$ cat config.mk
export PLATFORM = sky130hd
export DESIGN_NAME = usb_port_fault_supervisor
export DESIGN_NICKNAME = d
export VERILOG_FILES = /design/src/verilog/usb_guard_pkg.sv /design/src/verilog/usb_port_fault_supervisor.sv /design/src/verilog/persist_timer.sv
export SDC_FILE = /design/constraint.sdc
export NUM_CORES = 1
export LEC_CHECK = 0
export BUFFER_PORTS_ARGS = -buffer_cell sky130_fd_sc_hd__clkbuf_2
export CELL_PAD_IN_SITES_DETAIL_PLACEMENT = 1
export CELL_PAD_IN_SITES_GLOBAL_PLACEMENT = 2
export CORE_MARGIN = 3
export CORE_UTILIZATION = 45
export DETAILED_ROUTE_END_ITERATION = 7
export PLACE_DENSITY = 0.93
export SYNTH_ARGS = -nofsm -noshare
export SYNTH_HDL_FRONTEND = slang
export SYNTH_HIERARCHICAL = 1
export SYNTH_SLANG_ARGS = --single-unit
$ cat constraint.sdc
create_clock -name sys_clk -period 2.7 [get_ports sys_clk]
set_input_delay 0.135 -clock sys_clk [delete_from_list [all_inputs] [get_ports sys_clk]]
set_output_delay 0.135 -clock sys_clk [all_outputs]
set_load 0.02 [all_outputs]
$ cat src/verilog/usb_guard_pkg.sv
/*
 Constants for the USB port fault supervisor: timer lengths at the
 40 MHz system clock, reset values and operating modes.
 Assumes a single 40 MHz clock domain.
*/
package usb_guard_pkg;
   localparam int unsigned CLK_HZ        = 40_000_000;
   localparam int unsigned PERSIST_MS    = 20;
   localparam int unsigned PERSIST_CYC   = PERSIST_MS * (CLK_HZ / 1000);
   localparam int unsigned REARM_US      = 100;
   localparam int unsigned REARM_CYC     = REARM_US * (CLK_HZ / 1_000_000) + 1;
   localparam int unsigned TIMER_W       = 20;
   localparam logic        FAULT_OE_RST  = 1'b1;
   localparam logic        ENABLE_ACT_HI = 1'b1;

   typedef enum logic [1:0] {
      MODE_DISABLED,
      MODE_HISPEED,
      MODE_CHARGER
   } op_mode_t;
endpackage

$ cat src/verilog/usb_port_fault_supervisor.sv
/*
 Control logic of a USB port protector: takes analog comparator flags and
 host enable inputs, drives power switches, data switches, fault output,
 autoreset and charger-detect controls.
 Assumes comparator flags and host pins are asynchronous and are
 synchronised here; analog loops act on the control levels driven out.
*/
`timescale 1ns/10ps
module usb_port_fault_supervisor
   import usb_guard_pkg::*;
#(
   parameter int unsigned PERSIST_CYCLES = PERSIST_CYC,
   parameter logic        ENABLE_HIGH    = ENABLE_ACT_HI
) (
   input  wire logic sys_clk,
   input  wire logic reset_n,
   input  wire logic enableIn,
   input  wire logic charger_detect_on,
   input  wire logic dataOverVolt,
   input  wire logic logicOverVolt,
   input  wire logic busOverVolt,
   input  wire logic busShortLow,
   input  wire logic busAboveHalfVolt,
   input  wire logic busOverCurrent,
   input  wire logic supplyUnderWarn,
   input  wire logic supplyUnderCrit,
   input  wire logic overTempHigh,
   input  wire logic overTempLow,
   input  wire logic limitSetLow,
   input  wire logic protectedLinesLow,
   output logic      ext_fet_gate,
   output logic      gateSlowRamp,
   output logic      intSwitchOn,
   output logic      dataSwitchOn,
   output logic      pulsedLimit,
   output logic      regulateLimit,
   output logic      reducedLimit,
   output logic      autoResetMode,
   output logic      overCurrentFlag,
   output logic      portDetectOn,
   output op_mode_t  opMode,
   output logic      faultOut,
   output logic      fault_n_oe_n
);
   typedef struct packed {
      logic [14:0] s1;
      logic [14:0] s2;
      logic        autoReset;
      logic        hotTrip;
      logic        rearmed;
      logic        gateSlow;
      logic        fetOn;
      logic        intOn;
      logic        dataOn;
      logic        detOn;
      logic        fault;
      logic        oc;
      logic        pulse;
      logic        reduce;
      op_mode_t    mode;
   } sup_state_t;

   sup_state_t st_reg;
   sup_state_t st_next;

   // Bit order of the synchronised inputs
   localparam int unsigned I_EN = 0, I_CH = 1, I_DOV = 2, I_LOV = 3, I_BOV = 4,
      I_SHT = 5, I_HALF = 6, I_OC = 7, I_UVW = 8, I_UVC = 9, I_THI = 10,
      I_TLO = 11, I_SET = 12, I_LLO = 13;

   logic [14:0] rawIn;
   logic [14:0] syn;
   logic        enActive;
   logic        ovAny;
   logic        uvWindow;
   logic        ovDone;
   logic        shortDone;
   logic        ocDone;
   logic        uvDone;
   logic        recoverDone;
   logic        rearmDone;
   logic        ocCond;

   assign rawIn = {1'b0, protectedLinesLow, limitSetLow, overTempLow, overTempHigh,
                   supplyUnderCrit, supplyUnderWarn, busOverCurrent, busAboveHalfVolt,
                   busShortLow, busOverVolt, logicOverVolt, dataOverVolt,
                   charger_detect_on, enableIn};
   assign syn = st_reg.s2;

   assign enActive = (syn[I_EN] == ENABLE_HIGH);
   assign ovAny    = syn[I_DOV] | syn[I_LOV] | syn[I_BOV];
   assign uvWindow = syn[I_UVW] & ~syn[I_UVC];
   assign ocCond   = syn[I_OC] & ~syn[I_SHT];

   persist_timer #(.LENGTH(PERSIST_CYCLES), .WIDTH(TIMER_W)) u_ov (
      .sys_clk(sys_clk), .reset_n(reset_n), .cond(ovAny), .done(ovDone));
   persist_timer #(.LENGTH(PERSIST_CYCLES), .WIDTH(TIMER_W)) u_short (
      .sys_clk(sys_clk), .reset_n(reset_n),
      .cond(syn[I_SHT] & ~st_reg.autoReset), .done(shortDone));
   persist_timer #(.LENGTH(PERSIST_CYCLES), .WIDTH(TIMER_W)) u_oc (
      .sys_clk(sys_clk), .reset_n(reset_n),
      .cond(ocCond & ~st_reg.autoReset), .done(ocDone));
   persist_timer #(.LENGTH(PERSIST_CYCLES), .WIDTH(TIMER_W)) u_uv (
      .sys_clk(sys_clk), .reset_n(reset_n), .cond(uvWindow), .done(uvDone));
   persist_timer #(.LENGTH(PERSIST_CYCLES), .WIDTH(TIMER_W)) u_rec (
      .sys_clk(sys_clk), .reset_n(reset_n),
      .cond(st_reg.autoReset & syn[I_HALF]), .done(recoverDone));
   persist_timer #(.LENGTH(REARM_CYC), .WIDTH(TIMER_W)) u_rearm (
      .sys_clk(sys_clk), .reset_n(reset_n), .cond(syn[I_LLO]), .done(rearmDone));

   always_comb begin
      st_next    = st_reg;
      st_next.s1 = rawIn;
      st_next.s2 = st_reg.s1;

      // Mode from host pins
      if (!enActive) begin
         st_next.mode = MODE_DISABLED;
      end else if (syn[I_CH]) begin
         st_next.mode = MODE_CHARGER;
      end else begin
         st_next.mode = MODE_HISPEED;
      end

      // Thermal trip with hysteresis
      if (syn[I_THI]) begin
         st_next.hotTrip = 1'b1;
      end else if (!syn[I_TLO]) begin
         st_next.hotTrip = 1'b0;
      end

      // Autoreset entry wins over recovery
      if (shortDone || ocDone) begin
         st_next.autoReset = 1'b1;
      end else if (recoverDone) begin
         st_next.autoReset = 1'b0;
      end

      st_next.pulse  = syn[I_SHT] & ~st_next.autoReset;
      st_next.oc     = ocCond;
      st_next.reduce = st_next.autoReset;

      // Re-arm detection after lines idle low
      if (!syn[I_LLO]) begin
         st_next.rearmed = 1'b0;
      end else if (rearmDone) begin
         st_next.rearmed = 1'b1;
      end

      st_next.fetOn  = enActive & ~ovAny & ~st_next.hotTrip & ~syn[I_SET]
                       & ~st_next.autoReset;
      st_next.intOn  = enActive & ~syn[I_UVW] & ~syn[I_UVC]
                       & ~st_next.hotTrip;
      st_next.dataOn = enActive & ~ovAny & ~syn[I_UVC] & ~st_next.hotTrip
                       & ~syn[I_SET];
      st_next.detOn  = enActive & syn[I_CH] & st_next.rearmed;

      if (st_reg.autoReset && !st_next.autoReset) begin
         st_next.gateSlow = 1'b1;
      end else if (st_next.autoReset || !st_next.fetOn) begin
         st_next.gateSlow = 1'b0;
      end

      st_next.fault = ovDone | uvDone | st_next.hotTrip | syn[I_SET]
                      | st_next.autoReset;

      // Gate, slow ramp, detection and fault held inactive on critical supply undervoltage
      if (syn[I_UVC]) begin
         st_next.fetOn    = 1'b0;
         st_next.detOn    = 1'b0;
         st_next.gateSlow = 1'b0;
         st_next.fault    = 1'b0;
      end
   end

   always_ff @(posedge sys_clk or negedge reset_n) begin
      if (!reset_n) begin
         st_reg <= '0;
      end else begin
         st_reg <= st_next;
      end
   end

   assign ext_fet_gate    = st_reg.fetOn;
   assign gateSlowRamp    = st_reg.gateSlow;
   assign intSwitchOn     = st_reg.intOn;
   assign dataSwitchOn    = st_reg.dataOn;
   assign pulsedLimit     = st_reg.pulse;
   assign regulateLimit   = st_reg.oc;
   assign reducedLimit    = st_reg.reduce;
   assign autoResetMode   = st_reg.autoReset;
   assign overCurrentFlag = st_reg.oc;
   assign portDetectOn    = st_reg.detOn;
   assign opMode          = st_reg.mode;
   assign faultOut        = st_reg.fault;
   assign fault_n_oe_n    = ~st_reg.fault;
endmodule

$ cat src/verilog/persist_timer.sv
/*
 Persistence timer: reports done once cond has held without break for
 LENGTH clock cycles; any gap restarts it.
 Assumes cond is synchronous to sys_clk.
*/
`timescale 1ns/10ps
module persist_timer #(
   parameter int unsigned LENGTH = 800000,
   parameter int unsigned WIDTH  = 20
) (
   input  wire logic sys_clk,
   input  wire logic reset_n,
   input  wire logic cond,
   output logic      done
);
   typedef struct packed {
      logic [WIDTH-1:0] count;
      logic             done;
   } timer_state_t;

   timer_state_t st_reg;
   timer_state_t st_next;

   always_comb begin
      st_next = st_reg;
      if (!cond) begin
         st_next.count = '0;
         st_next.done  = 1'b0;
      end else if (!st_reg.done) begin
         if (st_reg.count == WIDTH'(LENGTH - 1)) begin
            st_next.done = 1'b1;
         end else begin
            st_next.count = st_reg.count + 1'b1;
         end
      end
   end

   always_ff @(posedge sys_clk or negedge reset_n) begin
      if (!reset_n) begin
         st_reg <= '0;
      end else begin
         st_reg <= st_next;
      end
   end

   assign done = st_reg.done;
endmodule

==> Yosys cells after proc, flatten, opt, wreduce, memory -nomap -nowiden <==
Index checks and enable logic that the tools add are counted.
{ "op_classes": {"n_addsub": 6, "eq_ne": 18, "muxes": 36, "n_bitwise": 33, "n_reduce_logical": 12} }
{ "ops": {"columns": ["operator", "n"], "rows": [
  ["$mux W21", 12],
  ["$add A20 B1 Y20 const B", 6],
  ["$mux W20", 6],
  ["$eq A20 B20 Y1 const B", 5],
  ["$ne A2 B2 Y1 const B", 12],
  ["$eq A20 B12 Y1 const B", 1],
  ["$and A1 B1 Y1", 18],
  ["$mux W1", 14],
  ["$reduce_and A2 Y1", 6],
  ["$not A1 Y1", 9],
  ["$mux W2", 4],
  ["$or A1 B1 Y1", 6],
  ["$reduce_bool A3 Y1", 1],
  ["$logic_not A1 Y1", 2],
  ["$logic_or A1 B1 Y1", 2],
  ["$logic_and A1 B1 Y1", 1]
]} }
{ "totals": {"regBits": 167, "inputBits": 16, "out_inout_bits": 14, "word_cells": 131} }

==> Logic depth before layout (Yosys ltp) <==
{ "logic_depth": {"word_depth": 12, "ltp_mapped": 6} }

==> Hierarchy <==
Netlist, hierarchy kept.
{ "modules_own_cells": {"columns": ["mod", "instances", "cells_each", "area_per_inst_um2"], "rows": [
  ["persist_timer at u_oc ...", 5, 108, 1144.8],
  ["usb_port_fault_supervisor", 1, 72, 1246.2],
  ["persist_timer at u_rearm", 1, 113, 1142.3]
]} }

==> Least setup slack after synthesis <==
Ideal clock, no wire load.
{ "synth_timing": {"kind": "reg2reg", "start": "register u_oc/st_reg[1] in the netlist's numbering", "end": "register u_oc/st_reg[6] in the netlist's numbering", "setup_time_ns": 0.122, "arrival_time_ns": 1.594, "required_ns": 2.578, "setup_slack_ns": 0.984, "path_stages_with_launch": 7, "n_path_buf": 0, "period_less_slack_ns": 1.716, "path_cell_list": "dfrtp_1 -> ha_1 -> nand3_1 -> nor2_1 -> a21o_4 -> or3_1 -> mux2i_1"} }
{ "synth_between": {"elab_chain_len": 4, "elab_cells_between_ends": 7, "classes_between": "add/sub (1); eq/ne (2); mux (3); reduce/logical (1)"} }
{ "synth_lines": {"columns": ["item", "line", "source"], "rows": [
  ["start, declared", "persist_timer.sv:21", "timer_state_t st_reg;"],
  ["start signal, assigned", "persist_timer.sv:42", "st_reg <= st_next;"],
  ["$add A20 B1 Y20", "persist_timer.sv:33", "st_next.count = st_reg.count + 1'b1;"],
  ["$mux W20", "persist_timer.sv:30", "if (st_reg.count == WIDTH'(LENGTH - 1)) begin"],
  ["$mux W21", "persist_timer.sv:29", "end else if (!st_reg.done) begin"],
  ["$mux W21", "persist_timer.sv:26", "if (!cond) begin"]
]} }
Several ways; a longest one is shown, not always the timed one. The select of a mux whose other input is x is not followed.
A chain may end at the register's enable or synchronous reset.

==> Worst setup path after layout <==
Ends and elaborated chain as after synthesis.

==> impl_metrics.json <==
{
  "drc_errors": 0,
  "fin_crit_ns": 1.959,
  "avgSynthCellArea_um2": 11.19,
  "cpMaxStageDelayCell": "dfrtp_1",
  "final_common_cell": "dfrtp_1",
  "layoutNonFillerInstCount": 1015,
  "drive_gt1_frac": 0.1519,
  "setup_tns_ns": 0,
  "synth_edf_count": 0,
  "syn_inst": 725,
  "grt_max_degree": 72,
  "finalMaxSlewViolations": 0,
  "wire_per_inst_um": 17.87,
  "setup_violations": 0,
  "clkTransAtPathRegs_ns": 0.06,
  "fp.dieH_um": 140.3,
  "grt_antenna_before_repair": 0,
  "endpoint_kind": "flop",
  "syn_nets": 748,
  "finalWirelength_mm": 18.13,
  "crit_arrival_ns": 2.29,
  "crit_buf_inv": 0,
  "finClkSkew_ns": 0.009515,
  "numPlacedInstances": 968,
  "syn_area_mm2": 0.008113,
  "layout.nets": 800,
  "ant_nets": 0,
  "yosys.cell_types.count": 55,
  "start_util": 0.4642,
  "initialDrtViolationCount": 240,
  "tightest_slew_ns": 0.7551,
  "cpLargestDelayFamily": "simple AND/OR/NAND/NOR gates",
  "die_area_mm2": 0.01968,
  "portBuffers": 29,
  "cts_max_level": 4,
  "powerDensity_mw_per_mm2": 599.5,
  "dp_hpwl_mm": 12.33,
  "crit_path_max_fanout": 7,
  "via_per_inst": 5.569,
  "grt_pass1_wl_mm": 31.15,
  "crit_chain": "ha_1 > nand3_1 > nor2_1 > a21o_4 > or3_1 > mux2i_1",
  "fmax_mhz": 510.4,
  "worstSkewPairLatency_ns": 0.43,
  "cts_setup_buffers": 0,
  "cts-root-buf": "clkbuf_16",
  "vias": 5653,
  "io_pins": 30,
  "grt_overflow": 0,
  "firstDrtPassIters": 5,
  "diodes": 0,
  "cap_violations": 0,
  "grt_setup_unrepaired": "false",
  "startpoint_type": "flop",
  "reg2reg_slack_ns": 0.74,
  "hp-class": "in -> async",
  "area_growth_pct": 15.01,
  "rows": 48,
  "die_x_um": 140.3,
  "cts_tree": "yes",
  "fin_crit_sh": 0.7256,
  "relSlewSlack": 0.4966,
  "ys_seq_area_frac": 0.5151,
  "max_stage_delay_ns": 0.43,
  "cp.required_ns": 3.03,
  "synth_flop_cell": "dfrtp_1",
  "coreArea_mm2": 0.01748,
  "cts_buffers": 17,
  "yosys_warnings": 6,
  "path_class": "reg -> reg",
  "cts_buffer_depth": 2,
  "grt_pass1_vias": 6241,
  "async_flop_share": 1.000,
  "status": "completed",
  "ys_ff_latch": 167,
  "final_cell_mix": "dfrtp_1, and2_1, xnor2_1",
  "grt.total_usage": 0.1930,
  "cts_sinks": 167,
  "place_congestion": 0.8256,
  "final_hold_viol_count": 0,
  "ir_drop_uv": 453.2,
  "p_leak_uw": 0.004247
}
synthesized netlist by cell type (2+ instances only):
cell type,number,area share
nand4_4,5,0.013
o41ai_1,6,0.0065
and2_1,82,0.063
and4b_4,5,0.0085
and4b_1,2,0.0025
o21ai_0,15,0.0093
nor2_1,30,0.014
dfrtp_1,167,0.52
nor3b_1,2,0.0019
nand3b_1,5,0.0046
and3_2,5,0.0046
nand2b_1,22,0.017
and2_2,5,0.0046
xor2_1,22,0.024
and3_1,12,0.0093
a21o_4,5,0.0093
nor2b_1,9,0.0069
nand3_1,40,0.025
o311ai_0,6,0.0065
nor4_4,5,0.013
xnor2_1,57,0.062
a21oi_1,6,0.0037
o221a_2,5,0.0069
or3_1,7,0.0054
buf_4,4,0.0037
nand4b_1,7,0.0076
and3_4,5,0.0069
nor3_2,2,0.0025
nor3_1,8,0.0049
nand2_1,50,0.023
mux2i_1,15,0.019
nor4_2,5,0.0077
nor4_1,8,0.0062
clkbuf_1,13,0.0060
ha_1,7,0.011
inv_1,12,0.0056
a31oi_1,5,0.0039
nor4b_1,12,0.013
nand4_1,30,0.023
a41oi_1,2,0.0022
path summary, 6_finish.rpt:
kind,end,depth (start not counted),startpoint
setup / recovery,u_oc/st_reg[6],6,u_oc/st_reg[1]
hold reg to reg,syn[11],0,st_next[25]
min in group sys_clk,st_next[26],2,limitSetLow
hold / removal,u_rec/st_reg[5],2,reset_n
setup reg to reg,u_oc/st_reg[6],6,u_oc/st_reg[1]
max in group asynchronous,u_uv/st_reg[3],3,reset_n
worst reg2reg max path: stages, from the launching register on:
cell and delay [ns]:
dfrtp_1 0.43, ha_1 0.25, nand3_1 0.23, nor2_1 0.15, a21o_4 0.26, or3_1 0.37, mux2i_1 0.20
layer usage:
metal	up-vias	part of all wire	wire (um)	global-route usage
met2	76	0.51	9277	0.3301
met3	31	0.024	443	0.03414
met4	0	0.023	413	0.07394
met5	-	0	0	0
met1	2868	0.44	8000	0.2443
li1	2678	-	-	-
power breakdown:
group / leakage, uW / total, uW / switching [uW] / internal, uW
combinational: 0.00169 / 253 / 150 / 103
clock: 0.000310 / 2680 / 988 / 1690
sequential: 0.00224 / 2660 / 85.1 / 2570
total: 0.00425 / 5590 / 1220 / 4370
kinds of logic (layout without fill, tap and decap cells):
family	after synthesis	count (layout)	share of synthesized area
AOI/OAI and AO/OA	57	57	0.05583
xor gates and xnor gates	79	79	0.08529
adders and majority gates	7	7	0.01080
buffers and inverters	29	94	0.01527
DFF	167	167	0.5151
muxes	15	15	0.01851
and+or+nand+nor	371	371	0.2992
metrics by stage:
| stage | utilization | instance area (um2) | power (uW) | setup WS, ns | hold WS [ns] |
|---|---|---|---|---|---|
| 3_5_place_dp | 0.4878 | 8524 | 2940 | 0.7670 | 0.1899 |
| 4_1_cts | 0.5339 | 9330 | 5643 | 0.7280 | 0.3096 |
| 3_3_place_gp | 0.4878 | 8524 | 2906 | 0.8898 | 0.1778 |
| 6_report | 0.5339 | 9330 | 5593 | 0.7409 | 0.2830 |
| 5_1_grt | 0.5339 | 9330 | 5809 | 0.5812 | 0.3363 |
| 2_1_floorplan | - | 8113 | 2807 | 0.9837 | -0.1606 |
timing repair:
| action | 4_1_cts | 5_1_grt |
|---|---|---|
| hold buffers | 15 | 0 |
| endpoints found under the hold margin | 82 | 0 |
| gates resized for setup | 0 | 0 |
area by class of cell:
class	count	area [um2]
clock buffers	21	460.4
multi-input cells	529	3810
inverters	12	45.04
well taps	225	281.5
repair buffers	50	359.1
clock inverters	11	195.2
fillers	1828	8147
flip-flops and latches	167	4179
No activity file was read; power rests on OpenSTA's default activity.
